$ cat config.mk
export PLATFORM = sky130hd
export DESIGN_NAME = ubd_manager
export DESIGN_NICKNAME = d
export VERILOG_FILES = /design/src/pkg/ubd_pkg.sv /design/src/verilog/ubd_manager.sv
export VERILOG_INCLUDE_DIRS = /design/src /design/src/pkg
export SDC_FILE = /design/constraint.sdc
export NUM_CORES = 1
export LEC_CHECK = 0
export BUFFER_PORTS_ARGS = -buffer_cell sky130_fd_sc_hd__buf_2
export CAP_MARGIN = 10
export CORE_ASPECT_RATIO = 1.4
export CORE_MARGIN = 1.5
export CORE_UTILIZATION = 48
export CTS_CLUSTER_DIAMETER = 120
export DETAILED_ROUTE_END_ITERATION = 10
export HOLD_SLACK_MARGIN = 0.05
export PLACE_DENSITY = 0.87
export SKIP_LAST_GASP = 1
export SYNTH_ARGS = -nofsm -noshare
export SYNTH_HDL_FRONTEND = slang
export SYNTH_SLANG_ARGS = --single-unit
$ cat constraint.sdc
create_clock -name pclk -period 4 [get_ports pclk]
set_input_delay 0.8 -clock pclk [delete_from_list [all_inputs] [get_ports pclk]]
set_output_delay 0.8 -clock pclk [all_outputs]
set_load 0.005 [all_outputs]
$ cat src/pkg/ubd_defines.svh
// Constants for the buffer descriptor manager: register offsets, fields.
// Assumes a 32-bit APB slave and a dedicated DMA word port.
`ifndef UBD_DEFINES_SVH
`define UBD_DEFINES_SVH
`define UBD_REG_CTRL     12'h000
`define UBD_REG_BASE     12'h004
`define UBD_REG_STATUS   12'h008
`define UBD_REG_LAST     12'h00c
`define UBD_CTRL_RST     32'h0000_0000
`define UBD_BASE_RST     32'h0000_0000
`define UBD_OWN_BIT      7
`define UBD_PID_LSB      2
`define UBD_CNT_LSB      16
`define UBD_DESC_BYTES   8
`define UBD_NUM_DESC     64
`endif

$ cat src/pkg/ubd_pkg.sv
// Types for the buffer descriptor manager.
// Assumes ubd_defines.svh is in the include path.
package ubd_pkg;
  typedef enum logic [1:0] {
    UBD_MODE_NONE  = 2'b00,
    UBD_MODE_EP0RX = 2'b01,
    UBD_MODE_ALL   = 2'b10,
    UBD_MODE_NOEP0 = 2'b11
  } ubd_mode_e;

  // request from the engine: which endpoint, direction, result
  typedef struct packed {
    logic [3:0]  ep;
    logic        tx;
    logic [3:0]  pid;
    logic [9:0]  count;
  } ubd_tok_s;

  typedef struct packed {
    logic        req;
    logic        we;
    logic [31:0] addr;
    logic [31:0] wdata;
  } ubd_dma_s;

  typedef enum logic [2:0] {
    UBD_IDLE  = 3'b000,
    UBD_RDREQ = 3'b001,
    UBD_CHECK = 3'b010,
    UBD_WRREQ = 3'b011,
    UBD_DONE  = 3'b100
  } ubd_state_e;
endpackage : ubd_pkg

$ cat src/verilog/ubd_manager.sv
// Buffer descriptor manager: maps endpoint/direction to a descriptor,
// checks ownership over the DMA port and writes back pid and count.
// Assumes a single-cycle-grant DMA memory and an APB master on pclk.
`include "ubd_defines.svh"
`timescale 1ns/1ns
module ubd_manager (
  input  wire logic          pclk,
  input  wire logic          presetn,
  input  wire logic          psel,
  input  wire logic          penable,
  input  wire logic          pwrite,
  input  wire logic [11:0]   paddr,
  input  wire logic [31:0]   pwdata,
  output logic      [31:0]   prdata,
  output logic               pready,
  output logic               pslverr,
  input  wire logic          tok_valid,
  input  wire ubd_pkg::ubd_tok_s tok,
  output logic               tok_ready,
  output logic               tok_done,
  output logic               tok_owned,
  output logic      [5:0]    tok_desc,
  output ubd_pkg::ubd_dma_s  dma_o,
  input  wire logic          dma_gnt,
  input  wire logic          dma_rvalid,
  input  wire logic [31:0]   dma_rdata
);
  import ubd_pkg::*;

  // ==========================================================
  // registers
  logic [31:0] ctrl_ff;
  logic [31:0] base_ff;
  logic [15:0] pp_rx_ff;
  logic [15:0] pp_tx_ff;
  logic [5:0]  last_ff;
  logic        last_own_ff;
  ubd_state_e  state_ff;
  ubd_state_e  nxt_state;
  ubd_tok_s    tok_ff;
  logic [5:0]  desc_ff;
  logic        done_ff;
  logic        owned_ff;
  ubd_dma_s    dma_ff;
  ubd_dma_s    nxt_dma;

  wire ubd_mode_e mode = ubd_mode_e'(ctrl_ff[1:0]);

  // ==========================================================
  // APB decode; zero wait states, unmapped reads zero and error
  wire apb_acc   = psel & penable;
  wire apb_wr    = apb_acc & pwrite;
  wire hit_ctrl  = (paddr == `UBD_REG_CTRL);
  wire hit_base  = (paddr == `UBD_REG_BASE);
  wire hit_stat  = (paddr == `UBD_REG_STATUS);
  wire hit_last  = (paddr == `UBD_REG_LAST);
  wire hit_any   = hit_ctrl | hit_base | hit_stat | hit_last;
  wire [31:0] rd_stat = {16'h0000, 13'h0, state_ff};
  wire [31:0] rd_last = {24'h000000, last_own_ff, 1'b0, last_ff};
  assign pready  = 1'b1;
  assign pslverr = apb_acc & ~hit_any;
  assign prdata  = hit_ctrl ? ctrl_ff :
                   hit_base ? base_ff :
                   hit_stat ? rd_stat :
                   hit_last ? rd_last : 32'h0000_0000;

  // ==========================================================
  // descriptor index selection
  wire [3:0] ep     = tok_ff.ep;
  wire       tx     = tok_ff.tx;
  wire       pp_odd = tx ? pp_tx_ff[ep] : pp_rx_ff[ep];
  wire [5:0] ep2    = {1'b0, ep, 1'b0};
  wire [5:0] ep4    = {ep, 2'b00};
  wire [5:0] idx_m0 = ep2 + {5'h00, tx};
  wire [5:0] idx_m1 = (ep == 4'h0) ?
                      (tx ? 6'h02 : {5'h00, pp_odd}) :
                      (ep2 + 6'h01 + {5'h00, tx});
  wire [5:0] idx_m2 = ep4 + {4'h0, tx, pp_odd};
  wire [5:0] idx_m3 = (ep == 4'h0) ? {5'h00, tx} :
                      (ep4 - 6'h02 + {4'h0, tx, pp_odd});
  wire [5:0] idx_sel = (mode == UBD_MODE_NONE)  ? idx_m0 :
                       (mode == UBD_MODE_EP0RX) ? idx_m1 :
                       (mode == UBD_MODE_ALL)   ? idx_m2 : idx_m3;
  wire ep_pp = (mode == UBD_MODE_ALL) |
               ((mode == UBD_MODE_NOEP0) & (ep != 4'h0)) |
               ((mode == UBD_MODE_EP0RX) & (ep == 4'h0) & ~tx);

  // descriptor address on dedicated DMA path
  wire [31:0] desc_addr = base_ff + {23'h0, desc_ff, 3'b000};
  // read address from the live index: desc_ff lags one cycle in RDREQ
  wire [31:0] rd_addr   = base_ff + {23'h0, idx_sel, 3'b000};
  // engine layout: own, pid, count; core bits dropped
  wire [31:0] wb_word = {6'h00, tok_ff.count, 8'h00,
                         1'b0, 1'b0, tok_ff.pid, 2'b00};
  // engine may update when flag set
  wire        own_set = dma_rdata[`UBD_OWN_BIT];

  // ==========================================================
  // sequencer next state
  always_comb begin
    nxt_state = state_ff;
    nxt_dma   = dma_ff;
    case (state_ff)
      UBD_IDLE: begin
        if (tok_valid) begin
          nxt_state = UBD_RDREQ;
        end
      end
      UBD_RDREQ: begin
        nxt_dma = '{req: 1'b1, we: 1'b0, addr: rd_addr,
                    wdata: 32'h0000_0000};
        if (dma_ff.req & dma_gnt) begin
          nxt_dma.req = 1'b0;
          nxt_state   = UBD_CHECK;
        end
      end
      UBD_CHECK: begin
        if (dma_rvalid) begin
          nxt_state = UBD_DONE;
          if (own_set) begin
            nxt_state = UBD_WRREQ;
          end
        end
      end
      UBD_WRREQ: begin
        nxt_dma = '{req: 1'b1, we: 1'b1, addr: desc_addr,
                    wdata: wb_word};
        if (dma_ff.req & dma_gnt) begin
          nxt_dma.req = 1'b0;
          nxt_state   = UBD_DONE;
        end
      end
      UBD_DONE: begin
        nxt_state = UBD_IDLE;
      end
      default: begin
        nxt_state = UBD_IDLE;
      end
    endcase
  end

  // ==========================================================
  // control registers written over APB
  always_ff @(posedge pclk or negedge presetn) begin
    if (!presetn) begin
      ctrl_ff <= `UBD_CTRL_RST;
      base_ff <= `UBD_BASE_RST;
    end else if (apb_wr) begin
      if (hit_ctrl) begin
        ctrl_ff <= {30'h0, pwdata[1:0]};
      end
      if (hit_base) begin
        base_ff <= {pwdata[31:3], 3'b000};
      end
    end
  end

  // sequencer state and DMA request
  always_ff @(posedge pclk or negedge presetn) begin
    if (!presetn) begin
      state_ff <= UBD_IDLE;
      dma_ff   <= '0;
    end else begin
      state_ff <= nxt_state;
      dma_ff   <= nxt_dma;
    end
  end

  // token capture and descriptor index
  always_ff @(posedge pclk or negedge presetn) begin
    if (!presetn) begin
      tok_ff  <= '0;
      desc_ff <= 6'h00;
    end else begin
      if (state_ff == UBD_IDLE && tok_valid) begin
        tok_ff <= tok;
      end
      if (state_ff == UBD_RDREQ) begin
        desc_ff <= idx_sel;
      end
    end
  end

  always_ff @(posedge pclk or negedge presetn) begin
    if (!presetn) begin
      pp_rx_ff <= 16'h0000;
      pp_tx_ff <= 16'h0000;
    end else if (state_ff == UBD_WRREQ && nxt_state == UBD_DONE
                 && ep_pp) begin
      if (tx) begin
        pp_tx_ff[ep] <= ~pp_tx_ff[ep];
      end else begin
        pp_rx_ff[ep] <= ~pp_rx_ff[ep];
      end
    end
  end

  // result; a clear flag leaves memory untouched
  always_ff @(posedge pclk or negedge presetn) begin
    if (!presetn) begin
      done_ff     <= 1'b0;
      owned_ff    <= 1'b0;
      last_ff     <= 6'h00;
      last_own_ff <= 1'b0;
    end else begin
      done_ff <= (nxt_state == UBD_DONE);
      if (nxt_state == UBD_DONE) begin
        owned_ff    <= (state_ff == UBD_WRREQ);
        last_ff     <= desc_ff;
        last_own_ff <= (state_ff == UBD_WRREQ) ? 1'b1 : 1'b0;
      end
    end
  end

  // core owns write discipline; nothing enforced here
  assign tok_ready = (state_ff == UBD_IDLE);
  assign tok_done  = done_ff;
  assign tok_owned = owned_ff;
  assign tok_desc  = last_ff;
  assign dma_o     = dma_ff;
endmodule : ubd_manager

-- After elaboration in Yosys (flattened, before gate mapping)
Index checks and enable logic that the tools add are counted.
- flip-flop bits (word level): 166
- add/sub/neg operators: 8
- magnitude comparators: 2
- eq/ne operators: 10
- mux-type cells: 28
- bitwise operators: 16
- reduce and logical (&&, ||, !) cells: 14
- operators with widths (kind ; count):
    $pmux W66 S2 ; 1
    $add A32 B9 Y32 ; 2
    $mux W32 ; 2
    $bwmux W16 ; 2
    $mux W6 ; 5
    $eq A12 B4 Y1 const B ; 2
    $mux W8 ; 2
    $mux W3 ; 5
    $add A6 B2 Y6 ; 2
    $eq A12 B3 Y1 const B ; 1
    $logic_not A12 Y1 ; 1
    $pmux W3 S4 ; 1
    $bmux W1 S4 ; 2
    $reduce_and A2 Y1 ; 4
    $and A1 B1 Y1 ; 7
    $add A5 B1 Y6 ; 1
    $add A5 B1 Y6 const B ; 1
    $add A6 B1 Y6 ; 1
    $eq A3 B2 Y1 const B ; 2
    $mux W1 ; 6
    $sub A6 B2 Y6 const B ; 1
    $lt A4 B5 Y1 const B ; 1
    $or A1 B1 Y1 ; 5
    $demux W1 S4 ; 1
    other kinds (13) ; 20

-- Longest topological paths before layout
- depth after elaboration: 10
- mapped depth: 18
- mapped depth without buffers: 15

-- Worst setup path after synthesis
No wires, ideal clock.
- path type: register to register
- start: register tok_ff, in the netlist ep[0]
- end: register dma_ff, in the netlist dma_o[63]
- library setup time: 0.082 ns
- data arrival time: 3.752 ns
- data required time: 3.918 ns
- setup slack: 0.166 ns
- cell stages (with the launch flop): 17
- path buffers: 2
- clock period less this slack: 3.834 ns
- cell sequence: dfrtp_1 buf_4 buf_2 inv_1 mux4_2 o21ai_2 o311ai_1 o21ai_0 ha_1 inv_1 fa_1 nor2b_1 o21a_1 o21ai_1 a21o_1 or4_1 a31oi_1
- longest elaborated chain between the ends: 10
- elaborated cells on any way between the ends: 20
- classes of those cells: 7 x add/sub; 12 x mux; 1 x reduce/logical
- RTL lines (what ; RTL line ; text):
    start: declaration ; ubd_manager.sv:40 ; ubd_tok_s tok_ff;
    start signal: assignment ; ubd_manager.sv:176 ; tok_ff <= tok;
    $bmux W1 S4 ; ubd_manager.sv:71 ; wire pp_odd = tx ? pp_tx_ff[ep] : pp_rx_ff[ep];
    $mux W1 (implied by the code) ; ubd_manager.sv:71 ;
    $mux W1 ; ubd_manager.sv:71 ;
    $add A6 B2 Y6 ; ubd_manager.sv:80 ; (ep4 - 6'h02 + {4'h0, tx, pp_odd});
    $mux W6 ; ubd_manager.sv:79 ; wire [5:0] idx_m3 = (ep == 4'h0) ? {5'h00, tx} :
    $mux W6 ; ubd_manager.sv:83 ; (mode == UBD_MODE_ALL) ? idx_m2 : idx_m3;
    $mux W6 ; ubd_manager.sv:82 ; (mode == UBD_MODE_EP0RX) ? idx_m1 :
    $mux W6 (*) ; ubd_manager.sv:81 ; wire [5:0] idx_sel = (mode == UBD_MODE_NONE) ? idx_m0 :
    $add A32 B9 Y32 (*) ; ubd_manager.sv:91 ; wire [31:0] rd_addr = base_ff + {23'h0, idx_sel, 3'b000};
    $pmux W66 S2 (*) ; ubd_manager.sv:103 ; case (state_ff)
    end signal: assignment ; ubd_manager.sv:165 ; dma_ff <= nxt_dma;
    end: declaration ; ubd_manager.sv:44 ; ubd_dma_s dma_ff;
Every way passes the cells marked *; elsewhere a longest branch is shown, timed or not. The select of a mux whose other input is x is not followed.
A chain may end at the register's enable or synchronous reset.

-- Worst setup path in the final report
- start: register tok_ff, in the netlist ep[3]
- end: register dma_ff, in the netlist dma_o[59]
Same word-level chain as after synthesis.

==> qor.csv <==
stage,metric,value,unit
grt,antenna_found_initial,0,
floorplan,die_x,110,um
cells_and_area,seq_area,3610,um^2
worst_setup_path,critPathRequiredTime,4.25,ns
timing,min_period_over_period,0.991,
worst_setup_path,critPathArrivalTime,4.22,ns
timing,tightest_slew,1.16,ns
clocking,clock_latency,0.42,ns
logic_synthesis,synth.avg_cell_area,10.1,um^2
logic_synthesis,async_reset_ff_frac,1.00,
logic_synthesis,synthFlopType,dfrtp_1,
timing,setup_viol,0,
routing,vias_per_cell,5.65,
worst_setup_path,end_kind,flop,
cells_and_area,layout-drive-gt1-share,0.356,
routing,initialDrtViolationCount,477,
timing,hold_ws,0.455,ns
floorplan,ios,212,
floorplan,fp-row-count,54,
floorplan,initial_core_util,0.491,
place,gp_congestion,0.961,
cells_and_area,antenna_cells,0,
worst_setup_path,path_class,flop to flop,
clocking,clock-sinks,144,
routing,wirelength,20300,um
timing,relSlewSlack,0.224,
worst_setup_path,timing.rr.start,ep[3]$_DFFE_PN0P_,
outcome,status,"complete, no violations",
logic_synthesis,ys_ff_latch,144,
pwr,powerDensity,636,nW/um^2
worst_setup_path,r2r_setup_slack,0.04,ns
logic_synthesis,ys_types,61,
floorplan,die_y,152,um
routing,postRouteAntennaNets,0,
cells_and_area,fill_cells,1194,
job,drv_cap,0,
logic_synthesis,syn_inst,757,
clocking,clock_path_buffers,2,
routing,firstDrtPassIters,5,
grt,grt_usage,0.246,
clocking,numCtsBuffers,17,
timing,timing.fmax,252,MHz
grt,grt_max_degree,98,
timing,finalClockSkew,0.0105,ns
worst_setup_path,rr_worst_depth,17,
grt,grt_first_pass_wirelength,32000,um
timing,finalSetupTns,0,ns
clocking,root_buffer,clkbuf_16,
routing,drc_errors,0,
worst_setup_path,path_cells,clkbuf_4 > buf_4 > mux2i_1 > a22oi_1 > nand3_1 > o21ai_2 > o311ai_4 > o21ai_1 > ha_1 > inv_1 > fa_2 > nor2b_1 > o21a_1 > o21ai_4 > a2111oi_1 > xnor2_1 > o21ai_0,
worst_setup_path,r2r-end,dma_o[59]$_DFFE_PN0P_,
timing,finalHoldViolations,0,
clocking,cts_hold_buf,0,
pwr,vdd_ir_drop_max,334,uV
worst_setup_path,path_buf_inv,3,
worst_setup_path,max_stage_delay,0.59,ns
pwr,p_leak,4.53,nW
logic_synthesis,synth_warnings,0,
floorplan,die_area,16700,um^2
worst_setup_path,cp_top_family,compound AO/OA/AOI/OAI gates,
cells_and_area,num-nets-final,1031,
worst_setup_path,crit_fanout,7,
grt,overflow,0,
cells_and_area,areaGrowthSynthToFinish,23.5,%
timing,period_minus_slack,3.96,ns
worst_setup_path,slowest_stage,a2111oi_1,
floorplan,core_area,15500,um^2
cells_and_area,design_area,9420,um^2
timing,slew_violations,0,
logic_synthesis,synth_edf_count,0,
hold_path,hp-class,input port to async pin,
logic_synthesis,yosysSeqAreaShare,0.472,
cells_and_area,multiInputGateArea,3780,um^2
clocking,clk_pin_slew_worst_paths,0.06,ns
place,hpwl,13800,um
clocking,htreeDepth,4,
routing,wl_per_cell,18.0,um
routing,num_vias,6376,
place,io_buffer_count,157,
grt,first_global_vias,6561,
place,place_area,8610,um^2
logic_synthesis,netlist_area,7630,um^2
worst_setup_path,startpoint_type,flop,
clocking,tritoncts,yes,
-- where the power goes --
group | leakage [nW] | total, mW | internal (mW) | switching [mW]
clock | 0.299 | 1.70 | 1.08 | 0.625
sequential | 1.86 | 2.01 | 1.77 | 0.242
combinational | 2.37 | 2.28 | 0.943 | 1.33
total | 4.53 | 5.99 | 3.80 | 2.20
-- Yosys cell counts, drive strengths merged, types with 7 or more instances --
cell type / number / area share
mux2i: 17 / 0.022
mux2: 70 / 0.10
clkbuf: 33 / 0.016
ha: 8 / 0.013
a211oi: 7 / 0.0069
nor4: 8 / 0.0093
o31ai: 18 / 0.018
nor3: 26 / 0.024
nand3: 25 / 0.017
nand2: 113 / 0.056
o21ai: 63 / 0.042
buf: 38 / 0.033
xnor2: 22 / 0.025
and2: 27 / 0.022
dfrtp: 144 / 0.47
inv: 16 / 0.0079
nor2: 28 / 0.014
a21oi: 13 / 0.0085
-- layer usage --
| layer | routed length (um) | vias up | track usage |
|---|---|---|---|
| li1 | - | 2942 | - |
| met1 | 7370 | 3081 | 0.274 |
| met2 | 10800 | 277 | 0.422 |
| met3 | 1230 | 76 | 0.0607 |
| met4 | 914 | 0 | 0.137 |
| met5 | 0 | - | 0 |
-- how the worst max path moves through the flow --
stage	startpoint	endpoint	slack (ns)	depth (start not counted)
final	ep[3]$_DFFE_PN0P_	dma_o[59]$_DFFE_PN0P_	0.04	17
after global routing	ep[3]$_DFFE_PN0P_	dma_o[59]$_DFFE_PN0P_	-0.17	15
after CTS	ep[0]$_DFFE_PN0P_	dma_o[61]$_DFFE_PN0P_	0.03	17
after detailed placement	ep[3]$_DFFE_PN0P_	dma_o[57]$_DFFE_PN0P_	-0.21	17
after global placement	ep[3]$_DFFE_PN0P_	dma_o[57]$_DFFE_PN0P_	-0.16	17
after floorplan	ep[0]$_DFFE_PN0P_	dma_o[63]$_DFFE_PN0P_	0.17	16
-- state kept, by name, indices dropped and copies added (netlist names) --
register	cells
base_ff	29
ctrl_ff	2
desc_ff	6
dma_o	45
ep	4
last_own_ff	1
pp_rx_ff	16
pp_tx_ff	16
state_ff	3
tok_desc	6
tok_done	1
tok_ff	14
tx	1
-- cell usage in the layout, fill, tap and decap left out, types with 6 or more instances in the layout --
cell type	n
and2_1	27
nor4_1	6
nor3_1	16
clkbuf_16	17
nor2_1	28
mux2i_1	16
o31ai_1	17
and3_1	6
nand3_1	24
inv_1	16
mux2_2	66
ha_1	8
conb_1	22
buf_2	156
nand2_1	112
a21oi_1	12
nor3_2	10
xnor2_1	22
buf_4	33
o21ai_0	57
dfrtp_1	142
-- per-stage QoR --
stage / util / std cells / power [mW] / setup slack (ns)
floorplan: - / 777 / 3.39 / 0.166
global placement: 0.554 / 1089 / 4.05 / -0.158
detailed placement: 0.554 / 1089 / 4.12 / -0.207
CTS: 0.596 / 1121 / 5.85 / 0.0308
global route: 0.606 / 1128 / 6.33 / -0.169
finish: 0.606 / 1128 / 5.99 / 0.0378
-- cell type report --
| cell class | instances | share of cell area |
|---|---|---|
| multi-input cells | 546 | 0.402 |
| flip-flops and latches | 144 | 0.383 |
| repair buffers | 194 | 0.116 |
| clock buffers | 20 | 0.0485 |
| well taps | 196 | 0.0260 |
| clock inverters | 12 | 0.0193 |
| inverters | 16 | 0.00637 |
-- what timing repair did --
| action | CTS | global route |
|---|---|---|
| pin swaps | 0 | 8 |
| gates resized for setup | 7 | 22 |
| buffers inserted | 0 | 7 |
| endpoints found under the setup margin | 11 | 11 |
| cloned | 0 | 0 |
-- kinds of logic after synthesis --
| logic type | after synthesis | synth area share |
|---|---|---|
| AO/OA/AOI/OAI | 129 | 0.104 |
| XOR/XNOR | 25 | 0.0287 |
| adder cells (fa/ha/maj) | 9 | 0.0157 |
| buffers and inverters | 87 | 0.0576 |
| flip-flops | 144 | 0.472 |
| multiplexers | 92 | 0.140 |
| other | 2 | 0.000984 |
| AND/OR/NAND/NOR | 269 | 0.180 |
(Power assumes the default switching activity.)
